**src/hw/sdcr_pkg.sv**
```systemverilog
package sdcr_pkg;

   // characters of the command and reply alphabet
   localparam logic [7:0] CH_BANG  = 8'h21;
   localparam logic [7:0] CH_QUERY = 8'h3f;
   localparam logic [7:0] CH_CR    = 8'h0d;
   localparam logic [7:0] CH_LF    = 8'h0a;
   localparam logic [7:0] CH_A     = 8'h41;
   localparam logic [7:0] CH_C     = 8'h43;
   localparam logic [7:0] CH_D     = 8'h44;
   localparam logic [7:0] CH_M     = 8'h4d;
   localparam logic [7:0] CH_X     = 8'h58;
   localparam logic [7:0] CH_ZERO  = 8'h30;
   localparam logic [7:0] CH_NINE  = 8'h39;

   // values after reset
   localparam logic [7:0]  ADDR_RST = 8'h30;
   localparam logic [15:0] CRC_RST  = 16'h0000;

   // crc polynomial (reflected) and character tag for encoding
   localparam logic [15:0] CRC_POLY = 16'ha001;
   localparam logic [1:0]  CRC_TAG  = 2'h1;

   // one second of measurement time in cycles
   localparam int unsigned CLK_HZ   = 125_000_000;
   localparam int unsigned TICK_S   = 1;
   localparam int unsigned TICK_CYC = CLK_HZ * TICK_S;
   localparam int unsigned PRE_W    = 27;

   // buffer sizes and limits
   localparam int unsigned CMD_MAX   = 6;
   localparam int unsigned RSP_MAX   = 8;
   localparam logic [6:0]  DLIM_M    = 7'd35;
   localparam logic [6:0]  DLIM_C    = 7'd75;
   localparam logic [6:0]  CNT_M_MAX = 7'd9;
   localparam logic [6:0]  CNT_C_MAX = 7'd99;
   localparam logic [9:0]  SECS_MAX  = 10'd999;

   typedef enum logic [4:0] {
      S_IDLE = 5'b00001,
      S_HEAD = 5'b00010,
      S_DATA = 5'b00100,
      S_CRC  = 5'b01000,
      S_TAIL = 5'b10000
   } sdcr_state_t;

endpackage

```
**src/hw/sdcr_crc16.sv**
```systemverilog
`timescale 1ns/1ps
module sdcr_crc16 (
   // clock and reset
   input  wire logic        sys_clk,
   input  wire logic        rst,
   // byte stream
   input  wire logic        clr,
   input  wire logic        en,
   input  wire logic [7:0]  din,
   // running value
   output logic      [15:0] crc
);
   import sdcr_pkg::*;

   logic [15:0] crc_ff;
   logic [15:0] nxt_crc;

   function automatic logic [15:0] step(input logic [15:0] c,
                                        input logic [7:0]  b);
      logic [15:0] r;
      r = c ^ {8'h00, b};
      for (int i = 0; i < 8; i++) begin
         r = r[0] ? ((r >> 1) ^ CRC_POLY) : (r >> 1);
      end
      return r;
   endfunction

   always_comb begin
      nxt_crc = crc_ff;
      if (clr) begin
         nxt_crc = CRC_RST;
      end else if (en) begin
         nxt_crc = step(crc_ff, din);
      end
   end

   always_ff @(posedge sys_clk) begin
      if (rst) begin
         crc_ff <= CRC_RST;
      end else begin
         crc_ff <= nxt_crc;
      end
   end

   assign crc = crc_ff;
endmodule

```
**src/hw/sdcr_responder.sv**
```systemverilog
`timescale 1ns/1ps
module sdcr_responder #(
   parameter int unsigned TICK_CYC = sdcr_pkg::TICK_CYC
) (
   // clock and reset
   input  wire logic       sys_clk,
   input  wire logic       rst,
   // received characters
   input  wire logic       rx_valid,
   input  wire logic [7:0] rx_char,
   input  wire logic       rx_break,
   // transmitted characters
   input  wire logic       tx_ready,
   output logic            tx_valid,
   output logic      [7:0] tx_char,
   // measurement core
   output logic            meas_start,
   output logic            meas_conc,
   output logic      [3:0] meas_sel,
   output logic            meas_abort,
   input  wire logic       meas_done,
   input  wire logic [9:0] meas_secs,
   input  wire logic [6:0] meas_count,
   // value fetch
   output logic            data_req,
   output logic      [3:0] data_idx,
   input  wire logic       dat_valid,
   input  wire logic [7:0] dat_char,
   input  wire logic       dat_last,
   output logic            dat_ready,
   // status
   output logic      [7:0] sensor_addr
);
   import sdcr_pkg::*;

   typedef struct packed {
      sdcr_state_t                st;
      logic [7:0]                 addr;
      logic [2:0]                 clen;
      logic                       ovf;
      logic [CMD_MAX-1:0][7:0]    cmd;
      logic [RSP_MAX-1:0][7:0]    rsp;
      logic [3:0]                 rlen;
      logic [2:0]                 ridx;
      logic                       use_data;
      logic                       use_crc;
      logic [6:0]                 dcnt;
      logic [6:0]                 dlim;
      logic [1:0]                 cidx;
      logic                       tidx;
      logic                       m_pend;
      logic                       c_pend;
      logic                       crc_mode;
      logic                       conc_mode;
      logic                       have_res;
      logic                       srq;
      logic [9:0]                 secs;
      logic [PRE_W-1:0]           pre;
      logic                       tx_valid;
      logic [7:0]                 tx_char;
      logic                       meas_start;
      logic                       meas_conc;
      logic [3:0]                 meas_sel;
      logic                       meas_abort;
      logic                       data_req;
      logic [3:0]                 data_idx;
      logic                       dat_ready;
   } sdcr_regs_t;

   sdcr_regs_t  q_ff;
   sdcr_regs_t  nxt_q;
   logic        crc_clr;
   logic        crc_en;
   logic [7:0]  crc_byte;
   logic [15:0] crc_val;

   function automatic logic is_dig(input logic [7:0] c);
      return (c >= CH_ZERO) && (c <= CH_NINE);
   endfunction

   function automatic logic [7:0] dig(input logic [9:0] v);
      return CH_ZERO | {4'h0, v[3:0]};
   endfunction

   sdcr_crc16 u_crc (
      .sys_clk (sys_clk),
      .rst     (rst),
      .clr     (crc_clr),
      .en      (crc_en),
      .din     (crc_byte),
      .crc     (crc_val)
   );

   logic       free;
   logic       timer_run;
   logic       go;
   logic       is_meas;
   logic       wcrc;
   logic [2:0] base;
   logic [9:0] ttt;
   logic [6:0] cnt;
   logic [7:0] ch;

   always_comb begin
      nxt_q      = q_ff;
      free       = !q_ff.tx_valid || tx_ready;
      timer_run  = q_ff.secs != 10'd0;
      go         = 1'b0;
      crc_clr    = 1'b0;
      crc_en     = 1'b0;
      crc_byte   = 8'h00;
      ch         = 8'h00;
      wcrc       = (q_ff.clen >= 3'd3) && (q_ff.cmd[2] == CH_C);
      base       = wcrc ? 3'd3 : 3'd2;
      is_meas    = ((q_ff.cmd[1] == CH_M) || (q_ff.cmd[1] == CH_C)) &&
                   ((q_ff.clen == base) ||
                    ((q_ff.clen == base + 3'd1) &&
                     is_dig(q_ff.cmd[base])));
      ttt        = (meas_secs > SECS_MAX) ? SECS_MAX : meas_secs;
      cnt        = meas_count;
      nxt_q.tx_valid   = q_ff.tx_valid && !tx_ready;
      nxt_q.meas_start = 1'b0;
      nxt_q.meas_abort = 1'b0;
      nxt_q.data_req   = 1'b0;
      nxt_q.dat_ready  = 1'b0;

      // seconds countdown of the announced measurement time
      if (timer_run) begin
         if (q_ff.pre == PRE_W'(TICK_CYC - 1)) begin
            nxt_q.pre  = '0;
            nxt_q.secs = q_ff.secs - 10'd1;
         end else begin
            nxt_q.pre  = q_ff.pre + PRE_W'(1);
         end
      end

      if (meas_done) begin
         if (q_ff.m_pend) begin
            nxt_q.m_pend   = 1'b0;
            nxt_q.have_res = 1'b1;
            nxt_q.srq      = timer_run;
         end
         if (q_ff.c_pend) begin
            nxt_q.c_pend   = 1'b0;
            nxt_q.have_res = 1'b1;
         end
      end

      if (rx_break) begin
         nxt_q.clen = 3'd0;
         nxt_q.ovf  = 1'b0;
         if (q_ff.m_pend) begin
            nxt_q.m_pend     = 1'b0;
            nxt_q.srq        = 1'b0;
            nxt_q.meas_abort = 1'b1;
         end
      end else if (q_ff.st == S_IDLE && rx_valid) begin
         if (rx_char == CH_BANG) begin
            nxt_q.clen     = 3'd0;
            nxt_q.ovf      = 1'b0;
            nxt_q.rsp[0]   = q_ff.addr;
            nxt_q.rlen     = 4'd1;
            nxt_q.use_data = 1'b0;
            nxt_q.use_crc  = 1'b0;
            if (!q_ff.ovf && q_ff.clen == 3'd1 &&
                q_ff.cmd[0] == CH_QUERY) begin
               go = 1'b1;
            end else if (!q_ff.ovf && q_ff.clen != 3'd0 &&
                         q_ff.cmd[0] == q_ff.addr) begin
               if (q_ff.clen == 3'd1) begin
                  go = 1'b1;
               end else if (q_ff.cmd[1] == CH_A && q_ff.clen == 3'd3) begin
                  go           = 1'b1;
                  nxt_q.addr   = q_ff.cmd[2];
                  nxt_q.rsp[0] = q_ff.cmd[2];
               end else if (is_meas) begin
                  go                = 1'b1;
                  nxt_q.meas_start  = 1'b1;
                  nxt_q.meas_conc   = q_ff.cmd[1] == CH_C;
                  nxt_q.meas_sel    = (q_ff.clen == base) ? 4'h0 :
                                      q_ff.cmd[base][3:0];
                  nxt_q.crc_mode    = wcrc;
                  nxt_q.conc_mode   = q_ff.cmd[1] == CH_C;
                  nxt_q.have_res    = 1'b0;
                  nxt_q.srq         = 1'b0;
                  nxt_q.secs        = ttt;
                  nxt_q.pre         = '0;
                  nxt_q.rsp[1]      = dig(ttt / 10'd100);
                  nxt_q.rsp[2]      = dig((ttt / 10'd10) % 10'd10);
                  nxt_q.rsp[3]      = dig(ttt % 10'd10);
                  if (q_ff.cmd[1] == CH_C) begin
                     if (cnt > CNT_C_MAX) begin
                        cnt = CNT_C_MAX;
                     end
                     nxt_q.rsp[4] = dig({3'h0, cnt} / 10'd10);
                     nxt_q.rsp[5] = dig({3'h0, cnt} % 10'd10);
                     nxt_q.rlen   = 4'd6;
                  end else begin
                     if (cnt > CNT_M_MAX) begin
                        cnt = CNT_M_MAX;
                     end
                     nxt_q.rsp[4] = dig({3'h0, cnt});
                     nxt_q.rlen   = 4'd5;
                  end
               end else if (q_ff.cmd[1] == CH_D && q_ff.clen == 3'd3 &&
                            is_dig(q_ff.cmd[2])) begin
                  go = 1'b1;
                  if (q_ff.have_res) begin
                     nxt_q.data_req = 1'b1;
                     nxt_q.data_idx = q_ff.cmd[2][3:0];
                     nxt_q.use_data = 1'b1;
                     nxt_q.use_crc  = q_ff.crc_mode;
                     nxt_q.dcnt     = 7'd0;
                     nxt_q.dlim     = q_ff.conc_mode ? DLIM_C : DLIM_M;
                  end
               end else if (q_ff.cmd[1] == CH_X) begin
                  go = 1'b1;
               end
            end
            if (go && q_ff.c_pend && timer_run &&
                q_ff.cmd[0] != CH_QUERY) begin
               nxt_q.c_pend     = 1'b0;
               nxt_q.meas_abort = 1'b1;
            end
            if (nxt_q.meas_start) begin
               nxt_q.m_pend = !nxt_q.conc_mode;
               nxt_q.c_pend = nxt_q.conc_mode;
            end
         end else if (q_ff.clen == 3'(CMD_MAX)) begin
            nxt_q.ovf = 1'b1;
         end else begin
            nxt_q.cmd[q_ff.clen] = rx_char;
            nxt_q.clen           = q_ff.clen + 3'd1;
         end
      end else if (q_ff.st == S_IDLE && q_ff.srq && !meas_done) begin
         go             = 1'b1;
         nxt_q.srq      = 1'b0;
         nxt_q.rsp[0]   = q_ff.addr;
         nxt_q.rlen     = 4'd1;
         nxt_q.use_data = 1'b0;
         nxt_q.use_crc  = 1'b0;
      end

      if (go) begin
         nxt_q.st   = S_HEAD;
         nxt_q.ridx = 3'd0;
         nxt_q.cidx = 2'd0;
         nxt_q.tidx = 1'b0;
         crc_clr    = 1'b1;
      end

      unique case (q_ff.st)
         S_IDLE: begin
         end
         S_HEAD: begin
            if (free) begin
               ch             = q_ff.rsp[q_ff.ridx];
               nxt_q.tx_valid = 1'b1;
               nxt_q.tx_char  = ch;
               crc_en         = q_ff.use_crc;
               crc_byte       = ch;
               nxt_q.ridx     = q_ff.ridx + 3'd1;
               if ({1'b0, q_ff.ridx} == q_ff.rlen - 4'd1) begin
                  nxt_q.st = q_ff.use_data ? S_DATA :
                             (q_ff.use_crc ? S_CRC : S_TAIL);
               end
            end
         end
         S_DATA: begin
            if (q_ff.dat_ready && dat_valid) begin
               nxt_q.tx_valid = 1'b1;
               nxt_q.tx_char  = dat_char;
               crc_en         = q_ff.use_crc;
               crc_byte       = dat_char;
               nxt_q.dcnt     = q_ff.dcnt + 7'd1;
               if (dat_last || q_ff.dcnt + 7'd1 == q_ff.dlim) begin
                  nxt_q.st = q_ff.use_crc ? S_CRC : S_TAIL;
               end
            end
         end
         S_CRC: begin
            if (free) begin
               nxt_q.tx_valid = 1'b1;
               nxt_q.cidx     = q_ff.cidx + 2'd1;
               unique case (q_ff.cidx)
                  2'd0:    nxt_q.tx_char = {CRC_TAG, 2'h0, crc_val[15:12]};
                  2'd1:    nxt_q.tx_char = {CRC_TAG, crc_val[11:6]};
                  default: nxt_q.tx_char = {CRC_TAG, crc_val[5:0]};
               endcase
               if (q_ff.cidx == 2'd2) begin
                  nxt_q.st = S_TAIL;
               end
            end
         end
         S_TAIL: begin
            if (free) begin
               nxt_q.tx_valid = 1'b1;
               nxt_q.tx_char  = q_ff.tidx ? CH_LF : CH_CR;
               nxt_q.tidx     = 1'b1;
               if (q_ff.tidx) begin
                  nxt_q.st = S_IDLE;
               end
            end
         end
      endcase

      if (nxt_q.st == S_DATA && !nxt_q.tx_valid) begin
         nxt_q.dat_ready = 1'b1;
      end
   end

   always_ff @(posedge sys_clk) begin
      if (rst) begin
         q_ff      <= '0;
         q_ff.st   <= S_IDLE;
         q_ff.addr <= ADDR_RST;
      end else begin
         q_ff      <= nxt_q;
      end
   end

   assign tx_valid    = q_ff.tx_valid;
   assign tx_char     = q_ff.tx_char;
   assign meas_start  = q_ff.meas_start;
   assign meas_conc   = q_ff.meas_conc;
   assign meas_sel    = q_ff.meas_sel;
   assign meas_abort  = q_ff.meas_abort;
   assign data_req    = q_ff.data_req;
   assign data_idx    = q_ff.data_idx;
   assign dat_ready   = q_ff.dat_ready;
   assign sensor_addr = q_ff.addr;

   logic bang_idle;
   assign bang_idle = q_ff.st == S_IDLE && rx_valid && !rx_break &&
                      rx_char == CH_BANG && !q_ff.ovf;
endmodule

```
**config.mk**
```make
export PLATFORM = sky130hd
export DESIGN_NAME = sdcr_responder
export DESIGN_NICKNAME = d
export VERILOG_FILES = /design/src/hw/sdcr_pkg.sv /design/src/hw/sdcr_crc16.sv /design/src/hw/sdcr_responder.sv
export SDC_FILE = /design/constraint.sdc
export NUM_CORES = 1
export LEC_CHECK = 0
export ABC_CLOCK_PERIOD_IN_PS = 15700
export BUFFER_PORTS_ARGS = -buffer_cell sky130_fd_sc_hd__buf_2
export CAP_MARGIN = 20
export CORE_MARGIN = 2
export CORE_UTILIZATION = 40
export CTS_CLUSTER_SIZE = 25
export DETAILED_ROUTE_END_ITERATION = 16
export PLACE_DENSITY = 0.65
export SYNTH_ARGS = -nofsm -noshare
export SYNTH_HDL_FRONTEND = slang
export SYNTH_SLANG_ARGS = --single-unit
```
**constraint.sdc**
```tcl
create_clock -name sys_clk -period 15.7 [get_ports sys_clk]
set_clock_uncertainty 0.2 [all_clocks]
set_input_delay 3.14 -clock sys_clk [delete_from_list [all_inputs] [get_ports sys_clk]]
set_output_delay 3.14 -clock sys_clk [all_outputs]
set_load 0.1 [all_outputs]
```
Word level (Yosys, flattened, before mapping)
Cells that the tools add are included.
{"block": "op_classes", "add_sub_neg": 8, "div_mod_pow": 6, "order_cmp": 12, "n_eq_ne": 37, "n_mux": 156, "n_bitwise": 19, "reduce_logical": 53}
{"op": "$mux W41", "n": 8}
{"op": "$mux W16", "n": 16}
{"op": "$mux W37", "n": 3}
{"op": "$mux W5", "n": 19}
{"op": "$mux W7", "n": 13}
{"op": "$mux W12", "n": 6}
{"op": "$mux W6", "n": 10}
{"op": "$bmux W8 S3", "n": 2}
{"op": "$bwmux W48", "n": 1}
{"op": "$eq A8 B7 Y1 const B", "n": 6}
{"op": "$mux W8", "n": 6}
{"op": "$mux W43", "n": 1}
{"op": "$mux W9", "n": 4}
{"op": "$pmux W9 S4", "n": 1}
{"op": "$mux W1", "n": 33}
{"op": "$mux W14", "n": 2}
{"op": "$add A27 B1 Y27 const B", "n": 1}
{"op": "$eq A27 B27 Y1 const B", "n": 1}
{"op": "$mux W27", "n": 1}
{"op": "$demux W8 S3", "n": 1}
{"op": "$mux W3", "n": 8}
{"op": "$not A2 Y3", "n": 8}
{"op": "$logic_and A1 B1 Y1", "n": 22}
{"op": "$mod A10 B4 Y10 const B", "n": 2}
{"op": "66 further kinds", "n": 116}
{"block": "totals", "reg_bits": 205, "output_inout_bits": 30, "word_cells": 333}

Longest topological paths before layout
{"block": "logic_depth", "ltp_word": 28, "depth_mapped": 35, "mapped_depth_nobuf": 32}

Hierarchy
Synthesis repeated with hierarchy kept, for this count alone.
{"block": "unflattened", "hier_cells": 1471, "area_unflattened_um2": 11496.0}
{"module": "sdcr_responder", "n_inst": 1, "cells_per_inst": 1393, "area_per_inst_um2": 10732.8, "seq_area_each_um2": 3303.2}
{"module": "sdcr_crc16", "n_inst": 1, "cells_per_inst": 78, "area_per_inst_um2": 763.2, "seq_area_each_um2": 320.3}

Worst setup path after synthesis
No wires, ideal clock.
{"block": "synth_path", "path_kind": "input to register", "startpoint": "input meas_secs[5]", "endpoint": "register q_ff[110] (netlist bit)", "arrival_time_ns": 9.390, "required_time_ns": 15.435, "setup_slack_ns": 6.045, "path_stages": 33, "path_cell_list": "buf_2 > clkinv_1 > ha_1 > nor2b_1 > buf_2 > mux2i_1 > a2bb2oi_2 > buf_4 > a22oi_2 > o32ai_1 > ha_1 > inv_1 > or4_1 > o211ai_1 > o22a_4 > clkinv_8 > a21oi_2 > nor3_2 > or2_4 > inv_4 > ha_1 > inv_1 > nor3_1 > a211oi_2 > a311oi_2 > nand3_1 > nor2b_1 > ha_1 > or3_1 > nor3_1 > a221o_1 > nor3_1 > nor2_1"}
{"block": "synth_between", "elab_chain_cells": 4}
{"item": "start: declaration", "line": "sdcr_responder.sv:22", "source": "input wire logic [9:0] meas_secs,"}
{"item": "$gt A10 B10 Y1", "line": "sdcr_responder.sv:119", "source": "ttt = (meas_secs > SECS_MAX) ? SECS_MAX : meas_secs;"}
{"item": "$mux W10 (*)", "line": "sdcr_responder.sv:119"}
{"item": "$div A10 B4 Y10 (*)", "line": "sdcr_responder.sv:189", "source": "nxt_q.rsp[2] = dig((ttt / 10'd10) % 10'd10);"}
{"item": "$mod A10 B4 Y10 (*)", "line": "sdcr_responder.sv:189"}
{"item": "end signal: assignment", "line": "sdcr_responder.sv:318", "source": "q_ff <= nxt_q;"}
{"item": "end: declaration", "line": "sdcr_responder.sv:70", "source": "sdcr_regs_t q_ff;"}
Every way passes the cells marked *; elsewhere a longest branch is shown, timed or not.
A chain may end at the register's enable or synchronous reset.

Final worst setup path
Ends and elaborated chain as after synthesis.

==> reports/results.ini <==
[critical_path]
critPathMaxFanout = 28
critical_path.top_delay_family = compound AO/OA/AOI/OAI gates
critPathSlowestCell = o32ai_1
start_kind = input port
arrival_ps = 11350
crit_top_cell = ha_1
crit_required_ps = 15870
cp.buffers_inverters = 6
cp-end-kind = register
max_stage_delay_ps = 740
criticalPathCategory = input port to register

[run_status]
status = finished clean

[die]
ios = 71
coreArea_um2 = 29600
initial_core_util_pct = 40.5
die_y_um = 177
rows = 63
dieArea_um2 = 31300
die_w_um = 177

[sta]
max_slew_margin_pct = 35.5
rsz0062_at_grt = false
finalWorstSetupSlack_ps = 4520
finalSetupTns_ps = 0
max_freq_mhz = 89.4
final_max_slew_viol_count = 0
post-route-period-util_pct = 71.2
period_needed_ps = 11180
tightest_slew_ps = 964
finalHoldViolCount = 0
setup-violations-final = 0

[synth]
yosys.area_share.simple_pct = 26.2
ys.warnings.count = 0
ys.flop_type = dfxtp_1
netlist_instances = 1521
avgSynthCellArea_um2 = 7.87
synth_edf_count = 0
synth_cell_types = 112
synth_compound_area_share_pct = 21.0
async_flop_share_pct = 0
synth_top_family_by_area = simple AND/OR/NAND/NOR gates
seq_area_frac_synth_pct = 30.3
synthMuxAreaShare_pct = 7.13
synth-seq-cells = 181
synthAdderAreaFrac_pct = 3.16
syn_nets = 1589
synth-xor-area-share_pct = 6.44
syn_area_um2 = 12000

[global_routing]
first_global_vias = 9954
overflow = 0
antenna_found_initial = 1
grt.total_usage_pct = 19.7
grt_pass1_wl_um = 50800
grt_max_degree = 93

[power]
power.density_nw_per_um2 = 87.4
p_sw_uw = 332
switching_share_pct = 29.4
pwr-share-clk_pct = 40.0
p_comb_share_pct = 19.2
power.leakage_uw = 0.00492
finalPower_uw = 1130
cellInternalPower_uw = 800
peakVddDrop_mv = 0.0813
seqPwrFrac_pct = 40.8

[drt]
drt_wl_total_um = 31200
firstDrtPassIters = 5
first_iter_violations = 740
num_vias = 10900
postRouteAntennaNets = 0
via_per_inst = 5.66
drc_errors = 0
routedWlPerCell_um = 16.3

[placed_design]
dpl_cell_area_um2 = 12300
portBuffers = 70
pre_cts_ws_ps = 4190
dp_hpwl_um = 22700
globalplace.congestion = 0.880

[clock_tree]
holdBufCountCts = 0
root_buffer = clkbuf_16
htreeDepth = 4
cts.sinks = 181
tritoncts = done
clockBufferDepth = 2
cts-resized-gates = 0
clk_pin_slew_ps = 70
cts_made_buffers = 17
post_cts_buffers = 0
clkLatencyLatePin_ps = 440

[final_layout]
syn2layout_area_growth_pct = 8.23
fin_area_um2 = 12900
drive_above_1_share_pct = 12.3
layout.nets = 1581

[hold_path]
hold_class = register to register

[job]
drv_cap = 0

-- cell usage after synthesis (14+ instances only) --
cell type / number / area share [%]
inv_1: 38 / 1.2
a31oi_1: 15 / 0.78
a211oi_1: 35 / 2.2
xor2_1: 43 / 3.1
nor4_1: 14 / 0.73
dfxtp_1: 181 / 30
nand2b_1: 21 / 1.1
xnor2_1: 45 / 3.3
ha_1: 27 / 2.8
nor3_1: 51 / 2.1
o21ai_0: 43 / 1.8
nand3_1: 42 / 1.8
o21a_1: 14 / 0.88
nor2_1: 234 / 7.3
mux2i_1: 68 / 5.7
and3_1: 17 / 0.89
nand2_1: 146 / 4.6
buf_4: 27 / 1.7
clkbuf_1: 59 / 1.9
a21oi_1: 109 / 4.6
nand4_1: 18 / 0.94
-- worst reg2reg max path, delay by kind of cell (launching register included) --
kind / cells / cell delay (ps)
buf+inv: 1 / 190
flops: 1 / 500
simple gates: 8 / 2930
compound gates: 2 / 410
fa+ha+maj: 1 / 240
-- power by group through the flow --
| stage | clock network, uW | logic, uW | registers (uW) |
|---|---|---|---|
| detailed placement | 0 | 214 | 473 |
| floorplan | 0 | 170 | 472 |
| CTS | 461 | 215 | 462 |
| global placement | 0 | 211 | 473 |
| global route | 476 | 238 | 462 |
| finish | 452 | 217 | 462 |
-- final timing paths --
path | start | to | slack (ps) | cells past startpoint
hold / removal | q_ff[116] | q_ff[116] | 250 | 2
setup / recovery | meas_secs[5] | q_ff[110] | 4520 | 31
hold reg to reg | q_ff[116] | q_ff[116] | 250 | 2
setup reg to reg | q_ff[204] | q_ff[132] | 11180 | 12
-- area by class of cell --
cell class                      count  area (um^2)
Fill cell                        2938        16600
Multi-Input combinational cell   1196         7660
Sequential cell                   181         3620
Tap cell                          390          488
Clock buffer                       20          447
Timing Repair Buffer               74          383
Inverter                           43          176
Clock inverter                     12          169
Antenna cell                        1         2.50
-- registers in the layout, indices dropped and copies added, names as in the netlist --
name         count
dat_ready        1
data_idx         4
data_req         1
meas_abort       1
meas_conc        1
meas_sel         4
meas_start       1
q_ff           135
sensor_addr      8
tx_char          8
tx_valid         1
u_crc.crc       16
-- kinds of logic after synthesis --
family | after synthesis
AND/OR/NAND/NOR | 644
AO/OA/AOI/OAI | 354
flip-flops | 181
buffers and inverters | 144
XOR/XNOR | 88
multiplexers | 79
adder cells (fa/ha/maj) | 31
-- per-stage QoR --
step / util [%] / hold slack (ps) / std cells
2_1_floorplan: - / 229 / 1521
3_3_place_gp: 41.7 / 238 / 1884
3_5_place_dp: 41.7 / 241 / 1884
4_1_cts: 43.8 / 250 / 1916
5_1_grt: 43.8 / 266 / 1917
6_report: 43.8 / 249 / 1917
-- metal layers --
metal	up-vias	track usage (%)	wire length (um)
li1	5396	-	-
met1	5147	26.9	14700
met2	270	31.9	14500
met3	43	2.96	1350
met4	0	6.06	565
met5	-	0	0
-- cell usage in the layout, fill, tap and decap left out, types with 18 or more instances in the layout --
cell,count
a211oi_1,35
a21oi_1,109
buf_2,69
dfxtp_1,181
ha_1,27
inv_1,38
mux2i_1,68
nand2_1,146
nand2b_1,21
nand3_1,42
nand4_1,18
nor2_1,233
nor3_1,50
o21ai_0,43
xnor2_1,45
xor2_1,43
No activity file was read; power rests on OpenSTA's default activity.
